[src/design/stfr_cfg.svh]
// timing constants for the supply tracking fault/retry control
`ifndef STFR_CFG_SVH
`define STFR_CFG_SVH
`define STFR_CLK_NS        100
`define STFR_GATE_TO_NS    1000
`define STFR_GATE_TO_CYC   ((`STFR_GATE_TO_NS + `STFR_CLK_NS - 1) / `STFR_CLK_NS)
`define STFR_FAULT_NS      2000
`define STFR_FAULT_CYC     ((`STFR_FAULT_NS + `STFR_CLK_NS - 1) / `STFR_CLK_NS)
`define STFR_RETRY_NS      3000
`define STFR_RETRY_CYC     ((`STFR_RETRY_NS + `STFR_CLK_NS - 1) / `STFR_CLK_NS)
`define STFR_CNT_W         16
`define STFR_CNT_ONE       16'h0001
`define STFR_CNT_ZERO      16'h0000
`define STFR_NSUP          4
`endif

[src/design/stfr_pkg.sv]
// types for the supply tracking fault/retry control
package stfr_pkg;
  typedef enum logic [1:0]
  {
    STFR_ROLE_SOLO   = 2'b00,
    STFR_ROLE_MASTER = 2'b01,
    STFR_ROLE_SLAVE  = 2'b10
  } stfr_role_t;

  typedef enum logic [2:0]
  {
    STFR_ST_OFF     = 3'b000,
    STFR_ST_GATEWT  = 3'b001,
    STFR_ST_UP      = 3'b010,
    STFR_ST_ON      = 3'b011,
    STFR_ST_DOWN    = 3'b100,
    STFR_ST_FAULT   = 3'b101,
    STFR_ST_RETRY   = 3'b110,
    STFR_ST_LATCHED = 3'b111
  } stfr_state_t;

  typedef struct packed
  {
    stfr_role_t role;
    logic       auto_retry;
    logic [3:0] track_sel;
  } stfr_cfg_t;

  typedef struct packed
  {
    logic track_ok;
    logic track_err;
    logic ramp_done;
    logic outs_low;
  } stfr_analog_t;
endpackage

[src/design/stfr_timer.sv]
// down-counting timer with load and done flag
`timescale 1ns/1ns
`default_nettype none
`include "stfr_cfg.svh"
module stfr_timer
(
  input  wire logic                   clk_in,
  input  wire logic                   rst_n_in,
  input  wire logic                   load_in,
  input  wire logic                   run_in,
  input  wire logic [`STFR_CNT_W-1:0] len_in,
  output logic                        done_out
);
  logic [`STFR_CNT_W-1:0] cnt_ff;
  wire  [`STFR_CNT_W-1:0] nxt_cnt = load_in ? len_in :
    ((run_in && cnt_ff != `STFR_CNT_ZERO) ? cnt_ff - `STFR_CNT_ONE : cnt_ff);
  always_ff @(posedge clk_in or negedge rst_n_in)
  begin
    if (!rst_n_in)
      cnt_ff <= `STFR_CNT_ZERO;
    else
      cnt_ff <= nxt_cnt;
  end
  // done only once a count has really run out, not straight after a load
  assign done_out = run_in && !load_in && cnt_ff == `STFR_CNT_ONE;
endmodule
`default_nettype wire

[src/design/stfr_ctrl.sv]
// supply tracking fault/retry control, top level
// ==========================================================
// Overview of operation
// - standalone unit waits for drive timeout before every power-up.
// - drive timeout off during power-down and in master or slave role.
// - standalone unit starts retry count when it asserts tracking error.
// - group member starts retry count when shared error line releases.
// - sync-wait line driven low while any selected supply is low.
// - no member starts tracking while shared sync-wait line is low.
// - master holds sync-wait low throughout its retry count.
// - power-up only with track enable high; low forces ramp-down.
// - master drives shared ramp; slaves make no ramp and follow master.
// - tracking error asserted on long failure or ramp deviation.
// - fault timer restarts each sequence, holds its count while tracking is good.
// - power-up only while logic enable high; low forces ramp-down.
`timescale 1ns/1ns
`default_nettype none
`include "stfr_cfg.svh"
module stfr_ctrl
(
  input  wire logic                   clk_in,
  input  wire logic                   rst_n_in,
  input  wire stfr_pkg::stfr_cfg_t    cfg_in,
  input  wire logic                   enable_in,
  input  wire logic                   track_enable_comparator_input,
  input  wire logic [`STFR_NSUP-1:0]  supply_ok_in,
  input  wire stfr_pkg::stfr_analog_t ana_in,
  input  wire logic                   fault_n_in,
  input  wire logic                   hold_n_in,
  output logic                        fault_n_out,
  output logic                        fault_n_oe_out,
  output logic                        hold_n_out,
  output logic                        hold_n_oe_out,
  output logic                        ramp_up_out,
  output logic                        ramp_down_out,
  output logic                        shared_ramp_line_drive_out,
  output stfr_pkg::stfr_state_t       state_out
);
  import stfr_pkg::*;

  // ==========================================================
  // decode
  stfr_state_t state_ff;
  stfr_state_t nxt_state;
  logic        fault_ff;
  logic        nxt_fault;
  logic        fline_prev_ff;
  wire solo       = cfg_in.role == STFR_ROLE_SOLO;
  wire master     = cfg_in.role == STFR_ROLE_MASTER;
  // the comparator input is already hysteretic: high above the rising
  // threshold, low below the falling one
  wire run_ok     = enable_in && track_enable_comparator_input;
  wire sup_low    = |(cfg_in.track_sel & ~supply_ok_in);
  wire hold_low   = !hold_n_in;
  wire fline_low  = !fault_n_in;
  wire fline_rel  = fline_prev_ff && !fline_low;
  wire in_up      = state_ff == STFR_ST_UP;
  wire in_down    = state_ff == STFR_ST_DOWN;
  wire in_retry   = state_ff == STFR_ST_RETRY;
  // idle states hold the fault timer loaded, so only the step from up to
  // down needs a reload; decoding it from state and enables, not from
  // nxt_state, avoids a loop through the error decode
  wire seq_start  = in_up && !run_ok;
  wire gate_run   = solo && state_ff == STFR_ST_GATEWT;
  wire gate_load  = state_ff != STFR_ST_GATEWT;
  wire gate_done;
  wire flt_done;
  wire rty_done;
  // solo counts from own error assertion, group from shared line release
  wire rty_load   = solo ? (state_ff == STFR_ST_FAULT)
                         : (state_ff == STFR_ST_FAULT && fline_rel);
  wire flt_over   = (in_up || in_down) && flt_done;
  wire trk_err    = (in_up || in_down) && (ana_in.track_err || flt_over);

  // ==========================================================
  // timers
  stfr_timer u_gate
  (
    .clk_in   (clk_in),
    .rst_n_in (rst_n_in),
    .load_in  (gate_load),
    .run_in   (gate_run),
    .len_in   (`STFR_CNT_W'(`STFR_GATE_TO_CYC)),
    .done_out (gate_done)
  );
  // restarted at each sequence start, idle once tracked
  stfr_timer u_fault
  (
    .clk_in   (clk_in),
    .rst_n_in (rst_n_in),
    .load_in  (seq_start || !(in_up || in_down)),
    .run_in   ((in_up || in_down) && !ana_in.track_ok),
    .len_in   (`STFR_CNT_W'(`STFR_FAULT_CYC)),
    .done_out (flt_done)
  );
  stfr_timer u_retry
  (
    .clk_in   (clk_in),
    .rst_n_in (rst_n_in),
    .load_in  (rty_load),
    .run_in   (in_retry),
    .len_in   (`STFR_CNT_W'(`STFR_RETRY_CYC)),
    .done_out (rty_done)
  );

  // ==========================================================
  // sequencer
  wire may_start = run_ok && !sup_low && !hold_low;
  always_comb
  begin
    nxt_state = state_ff;
    case (state_ff)
      STFR_ST_OFF:
        if (may_start)
          nxt_state = solo ? STFR_ST_GATEWT : STFR_ST_UP;
      STFR_ST_GATEWT:
        if (!may_start)
          nxt_state = STFR_ST_OFF;
        else if (gate_done)
          nxt_state = STFR_ST_UP;
      STFR_ST_UP:
        if (trk_err || fline_low)
          nxt_state = STFR_ST_FAULT;
        else if (!run_ok)
          nxt_state = STFR_ST_DOWN;
        else if (ana_in.ramp_done && ana_in.track_ok)
          nxt_state = STFR_ST_ON;
      STFR_ST_ON:
        if (!run_ok)
          nxt_state = STFR_ST_DOWN;
      STFR_ST_DOWN:
        if (trk_err)
          nxt_state = STFR_ST_FAULT;
        else if (ana_in.outs_low)
          nxt_state = STFR_ST_OFF;
      STFR_ST_FAULT:
        if (!cfg_in.auto_retry)
          nxt_state = STFR_ST_LATCHED;
        else if (rty_load)
          nxt_state = STFR_ST_RETRY;
      STFR_ST_RETRY:
        if (rty_done)
          nxt_state = STFR_ST_OFF;
      STFR_ST_LATCHED:
        nxt_state = STFR_ST_LATCHED;
      default:
        nxt_state = STFR_ST_OFF;
    endcase
  end

  // error flag held from detection until the retry count ends when solo, until it starts in master or slave role
  assign nxt_fault = (nxt_state == STFR_ST_FAULT) ||
                     (fault_ff && (nxt_state == STFR_ST_RETRY) && solo) ||
                     (nxt_state == STFR_ST_LATCHED);

  always_ff @(posedge clk_in or negedge rst_n_in)
  begin
    if (!rst_n_in)
    begin
      state_ff      <= STFR_ST_OFF;
      fault_ff      <= 1'b0;
      fline_prev_ff <= 1'b0;
    end
    else
    begin
      state_ff      <= nxt_state;
      fault_ff      <= nxt_fault;
      fline_prev_ff <= fline_low;
    end
  end

  // ==========================================================
  // outputs
  // group members in fault release their own drive once they have seen the
  // shared line low, so it can go high once every peer has let go
  wire own_fault_drive = fault_ff && (solo || state_ff != STFR_ST_FAULT ||
                                      !fline_prev_ff);
  assign fault_n_out    = 1'b0;
  assign fault_n_oe_out = own_fault_drive;
  assign hold_n_out     = 1'b0;
  assign hold_n_oe_out  = sup_low || (master && in_retry);
  assign ramp_up_out    = in_up;
  assign ramp_down_out  = in_down || state_ff == STFR_ST_FAULT;
  assign shared_ramp_line_drive_out = master && (in_up || in_down);
  assign state_out      = state_ff;

  // ==========================================================
  // checks
  property p_gate_off;
    @(posedge clk_in) disable iff (!rst_n_in)
    !solo |-> state_ff != STFR_ST_GATEWT;
  endproperty
  a_gate_off: assert property (p_gate_off) else $error("gate timer ran");

  property p_solo_gate;
    @(posedge clk_in) disable iff (!rst_n_in)
    (solo && in_up && $changed(state_ff)) |->
      $past(state_ff) == STFR_ST_GATEWT && $past(gate_done);
  endproperty
  a_solo_gate: assert property (p_solo_gate) else $error("skipped gate");

  property p_hold_sup;
    @(posedge clk_in) disable iff (!rst_n_in)
    sup_low |-> hold_n_oe_out;
  endproperty
  a_hold_sup: assert property (p_hold_sup) else $error("hold not low");

  property p_hold_retry;
    @(posedge clk_in) disable iff (!rst_n_in)
    (master && in_retry) |-> hold_n_oe_out;
  endproperty
  a_hold_retry: assert property (p_hold_retry) else $error("hold off");

  property p_no_start_hold;
    @(posedge clk_in) disable iff (!rst_n_in)
    (hold_low && !in_up) |=> !in_up;
  endproperty
  a_no_start_hold: assert property (p_no_start_hold) else $error("hold start");

  property p_trk_down;
    @(posedge clk_in) disable iff (!rst_n_in)
    (state_ff == STFR_ST_ON && !run_ok) |=> in_down;
  endproperty
  a_trk_down: assert property (p_trk_down) else $error("no ramp down");

  property p_err_fault;
    @(posedge clk_in) disable iff (!rst_n_in)
    (in_up && ana_in.track_err) |=> state_ff == STFR_ST_FAULT ##0 fault_ff;
  endproperty
  a_err_fault: assert property (p_err_fault) else $error("no fault");

  property p_slave_ramp;
    @(posedge clk_in) disable iff (!rst_n_in)
    !master |-> !shared_ramp_line_drive_out;
  endproperty
  a_slave_ramp: assert property (p_slave_ramp) else $error("slave ramp");

  property p_latch;
    @(posedge clk_in) disable iff (!rst_n_in)
    (state_ff == STFR_ST_LATCHED) |=> (state_ff == STFR_ST_LATCHED) [*2];
  endproperty
  a_latch: assert property (p_latch) else $error("latch left");

  property p_solo_retry;
    @(posedge clk_in) disable iff (!rst_n_in)
    (solo && cfg_in.auto_retry && state_ff == STFR_ST_FAULT) |=> in_retry;
  endproperty
  a_solo_retry: assert property (p_solo_retry) else $error("retry");

  property p_grp_retry;
    @(posedge clk_in) disable iff (!rst_n_in)
    (!solo && state_ff == STFR_ST_FAULT && fline_low) |=> !in_retry;
  endproperty
  a_grp_retry: assert property (p_grp_retry) else $error("early");
endmodule
`default_nettype wire

[config.mk]
export PLATFORM = sky130hd
export DESIGN_NAME = stfr_ctrl
export DESIGN_NICKNAME = d
export VERILOG_FILES = /design/src/design/stfr_pkg.sv /design/src/design/stfr_timer.sv /design/src/design/stfr_ctrl.sv
export VERILOG_INCLUDE_DIRS = /design/src /design/src/design
export SDC_FILE = /design/constraint.sdc
export NUM_CORES = 1
export LEC_CHECK = 0
export BUFFER_PORTS_ARGS = -buffer_cell sky130_fd_sc_hd__buf_2
export CAP_MARGIN = 20
export CORE_MARGIN = 10
export CORE_UTILIZATION = 55
export CTS_CLUSTER_SIZE = 24
export DETAILED_ROUTE_END_ITERATION = 6
export GPL_TIMING_DRIVEN = 1
export PLACE_DENSITY_LB_ADDON = 0.12
export SYNTH_ARGS = -nofsm -noshare
export SYNTH_HDL_FRONTEND = slang
export SYNTH_SLANG_ARGS = --single-unit
[constraint.sdc]
create_clock -name clk_in -period 6.6 [get_ports clk_in]
set_input_delay 0 -clock clk_in [delete_from_list [all_inputs] [get_ports clk_in]]
set_output_delay 0 -clock clk_in [all_outputs]
set_load 0.01 [all_outputs]
==> metrics <==
Port-buffer cells 28; placed cells 424; post-DR vias/cell 5.81; gr ovfl total 0; Ant. Diodes 0; Routed Wire Length 6580 um; CP bufs+invs 1; CP max-delay cell dfrtp_1; Netlist Area Pre-Place 3110 um2; first-pass GRT wire length roughly 12,000 um; Std-Cell Rows 27; MaxCap Viol Count 0; worst-path cell chain inv_1 > or3_1 > a311oi_2 > nand3_1 > o311ai_0 > o41ai_1; Tmin final 2.71 ns; CTS root buf clkbuf_8; reg2reg start state_out[0]; Fin Setup TNS 0 ns; Yosys reg bits 53; Storage cell area 1330 um2; drt drc 0; Avg WL per Cell 15.1 um; vias in the first global route 2,445; Synth cell types 55; GRT Overall Usage 15.9%; max-slew violations 0; Avg Inst Size Synth 9.37 um2; crit-path leading delay family compound AO/OA/AOI/OAI gates; Fin. Hold Viols 0; clock share of power 23.9%; Initial Utilization 56.5%; DR iter-0 viols 151; TritonCTS buffer count 5; Min-Delay Path Class input pin to flop; Vias 2,528; Synth Instances 332; area grow syn2layout 11.2%; ys flop type dfrtp_1; RePlAce Congestion 0.794; M2 GR Usage 23.3%; Max VDD drop 0.000178 V; post-cts resize count 0; Clock Pin Slew Worst Setup and Hold Paths 0.10 ns; final core occ 62.8%; min-delay src hold_n_in; unrepaired setup endpoints after global routing false; Synth Warn # 0; GRT met1 Usage 22.6%; First-pass DRT Iterations 5; core area 5510 um2; Comb power frac a little over a third; EDFF count, synth 0; die height around 95 um; share of layout cells above drive strength 1 14.3%; Reg power frac about two fifths; fraction of registers with async set/reset 100%; CP arrival 2.90 ns; Seq/Total Area, Yosys 42.6%; Pint ~0.00067 W; CP Data Required Time 6.79 ns; CP max stage delay 0.61 ns; status completed; largest net degree at the start of global routing 54; fin crit share between 40% and 50%; multi-input combinational cell area 1670 um2; crit start category flop; GRT busiest layer met2; CP Class flop to flop; Final setup viols 0; GR met3 Demand/Resource 3.61%; Worst-Margin Slew 0.924 ns; fill cell count 479; DP Wirelength 4720 um; Crit. Startpoint state_out[0]; Lkg Pwr 1.47 nW; DRT antenna net count 0; fin cells 435; Sw Share 37.9%; htree depth 2; relative slew slack between 30% and 40%; Setup Fix Bufs, Post-CTS 0; CTS tree yes; Die W 95.2 um; Layout Nets roughly 390; Clock Path Buffers 2; Pwr per Cell Area 313 nW/um2; CTS sink count 53; total die area 9070 um2; Net Sw Power ~0.0004 W; crit end category flop; commonest cells after routing, fill and taps aside dfrtp_1, nor2_1, buf_2; later-pin clock latency in the skew report 0.31 ns; final setup skew 0.00893 ns; io pins 31; fmax 368 MHz; commonest non-fill, non-tap cell in the layout dfrtp_1; crit-path max FO 15; initial antenna violation count 0
-- power by group through the flow --
stage	Combinational [W]	Sequential, W	Clock, W
floorplan	0.000305	0.000416	0
global placement	0.000374	0.000440	0
detailed placement	0.000378	0.000443	0
CTS	0.000383	0.000438	0.000267
global route	0.000442	0.000450	0.000278
finish	0.000387	0.000438	0.000258
-- cell type report --
type | instances | share of cell area, %
Timing Repair Buffer | 34 | 5.50
Tap cell | 72 | 2.60
Clock inverter | 3 | 1.88
Multi-Input combinational cell | 256 | 48.4
Inverter | 12 | 1.30
Sequential cell | 53 | 38.3
Clock buffer | 5 | 1.99
-- worst paths after layout --
kind	endpoint	slack [ns]	cells after the start
worst max register to register	u_gate.cnt_ff[10]	3.89	6
worst max-delay path	u_gate.cnt_ff[10]	3.89	6
worst min register to register	u_gate.cnt_ff[11]	0.48	1
worst min-delay path	state_out[1]	0.05	3
min in group asynchronous	u_gate.cnt_ff[6]	0.34	3
max in group asynchronous	u_fault.cnt_ff[10]	5.81	3
-- timing repair --
item	in CTS	in global routing
endpoints found under the hold margin	54	0
setup endpoints to repair	0	0
hold buffers	2	0
-- tightest hold or removal path: stages --
cell and delay [ns]:
buf_2 0.11, nand3_1 0.12, o31ai_1 0.09
-- synthesized netlist by cell type (all sizes together) (9+ instances only) --
| cell | count | area, um2 |
|---|---|---|
| dfrtp | 53 | 1330 |
| nor2 | 43 | 161 |
| or4 | 11 | 93.8 |
| nand2b | 9 | 56.3 |
| nor3 | 17 | 85.1 |
| inv | 12 | 45.0 |
| nand2 | 25 | 93.8 |
| xor2 | 9 | 78.8 |
| xnor2 | 17 | 149 |
| nor4 | 13 | 96.3 |
| nand3 | 9 | 45.0 |
| ha | 9 | 113 |
| o21ai | 16 | 83.8 |
-- cell families (layout without fill, tap and decap cells) --
group / count (synthesis) / count (layout) / synth area share, %
adders and majority gates: 9 / 9 / 3.62
buffers and inverters: 24 / 54 / 3.70
other: 1 / 2 / 0.121
DFF: 53 / 53 / 42.6
muxes: 3 / 3 / 0.965
xor gates and xnor gates: 26 / 26 / 7.32
AOI/OAI and AO/OA: 59 / 59 / 14.7
and+or+nand+nor: 157 / 157 / 26.9
-- through the flow --
stage / total power (W) / hold WS, ns / instance area, um2 / worst slack [ns]
finish: 0.00108 / 0.0518 / 3460 / 3.89
global route: 0.00117 / 0.0648 / 3460 / 3.62
CTS: 0.00109 / 0.0354 / 3450 / 3.93
detailed placement: 0.000822 / 0.176 / 3300 / 3.93
global placement: 0.000814 / 0.161 / 3300 / 4.03
floorplan: 0.000721 / -0.296 / 3120 / 4.23
-- layer usage --
layer / up-vias / share of wire, %
met1: 1192 / 50
met3: 6 / 5.6
met5: - / 0
li1: 1261 / -
met4: 0 / 1.1
met2: 69 / 44
-- sequential cells by signal, indices dropped and copies added (netlist names) --
signal and cells:
fault_ff 1, fline_prev_ff 1, state_out 3, u_fault.cnt_ff 16, u_gate.cnt_ff 16, u_retry.cnt_ff 16
No activity file was read; power rests on OpenSTA's default activity.
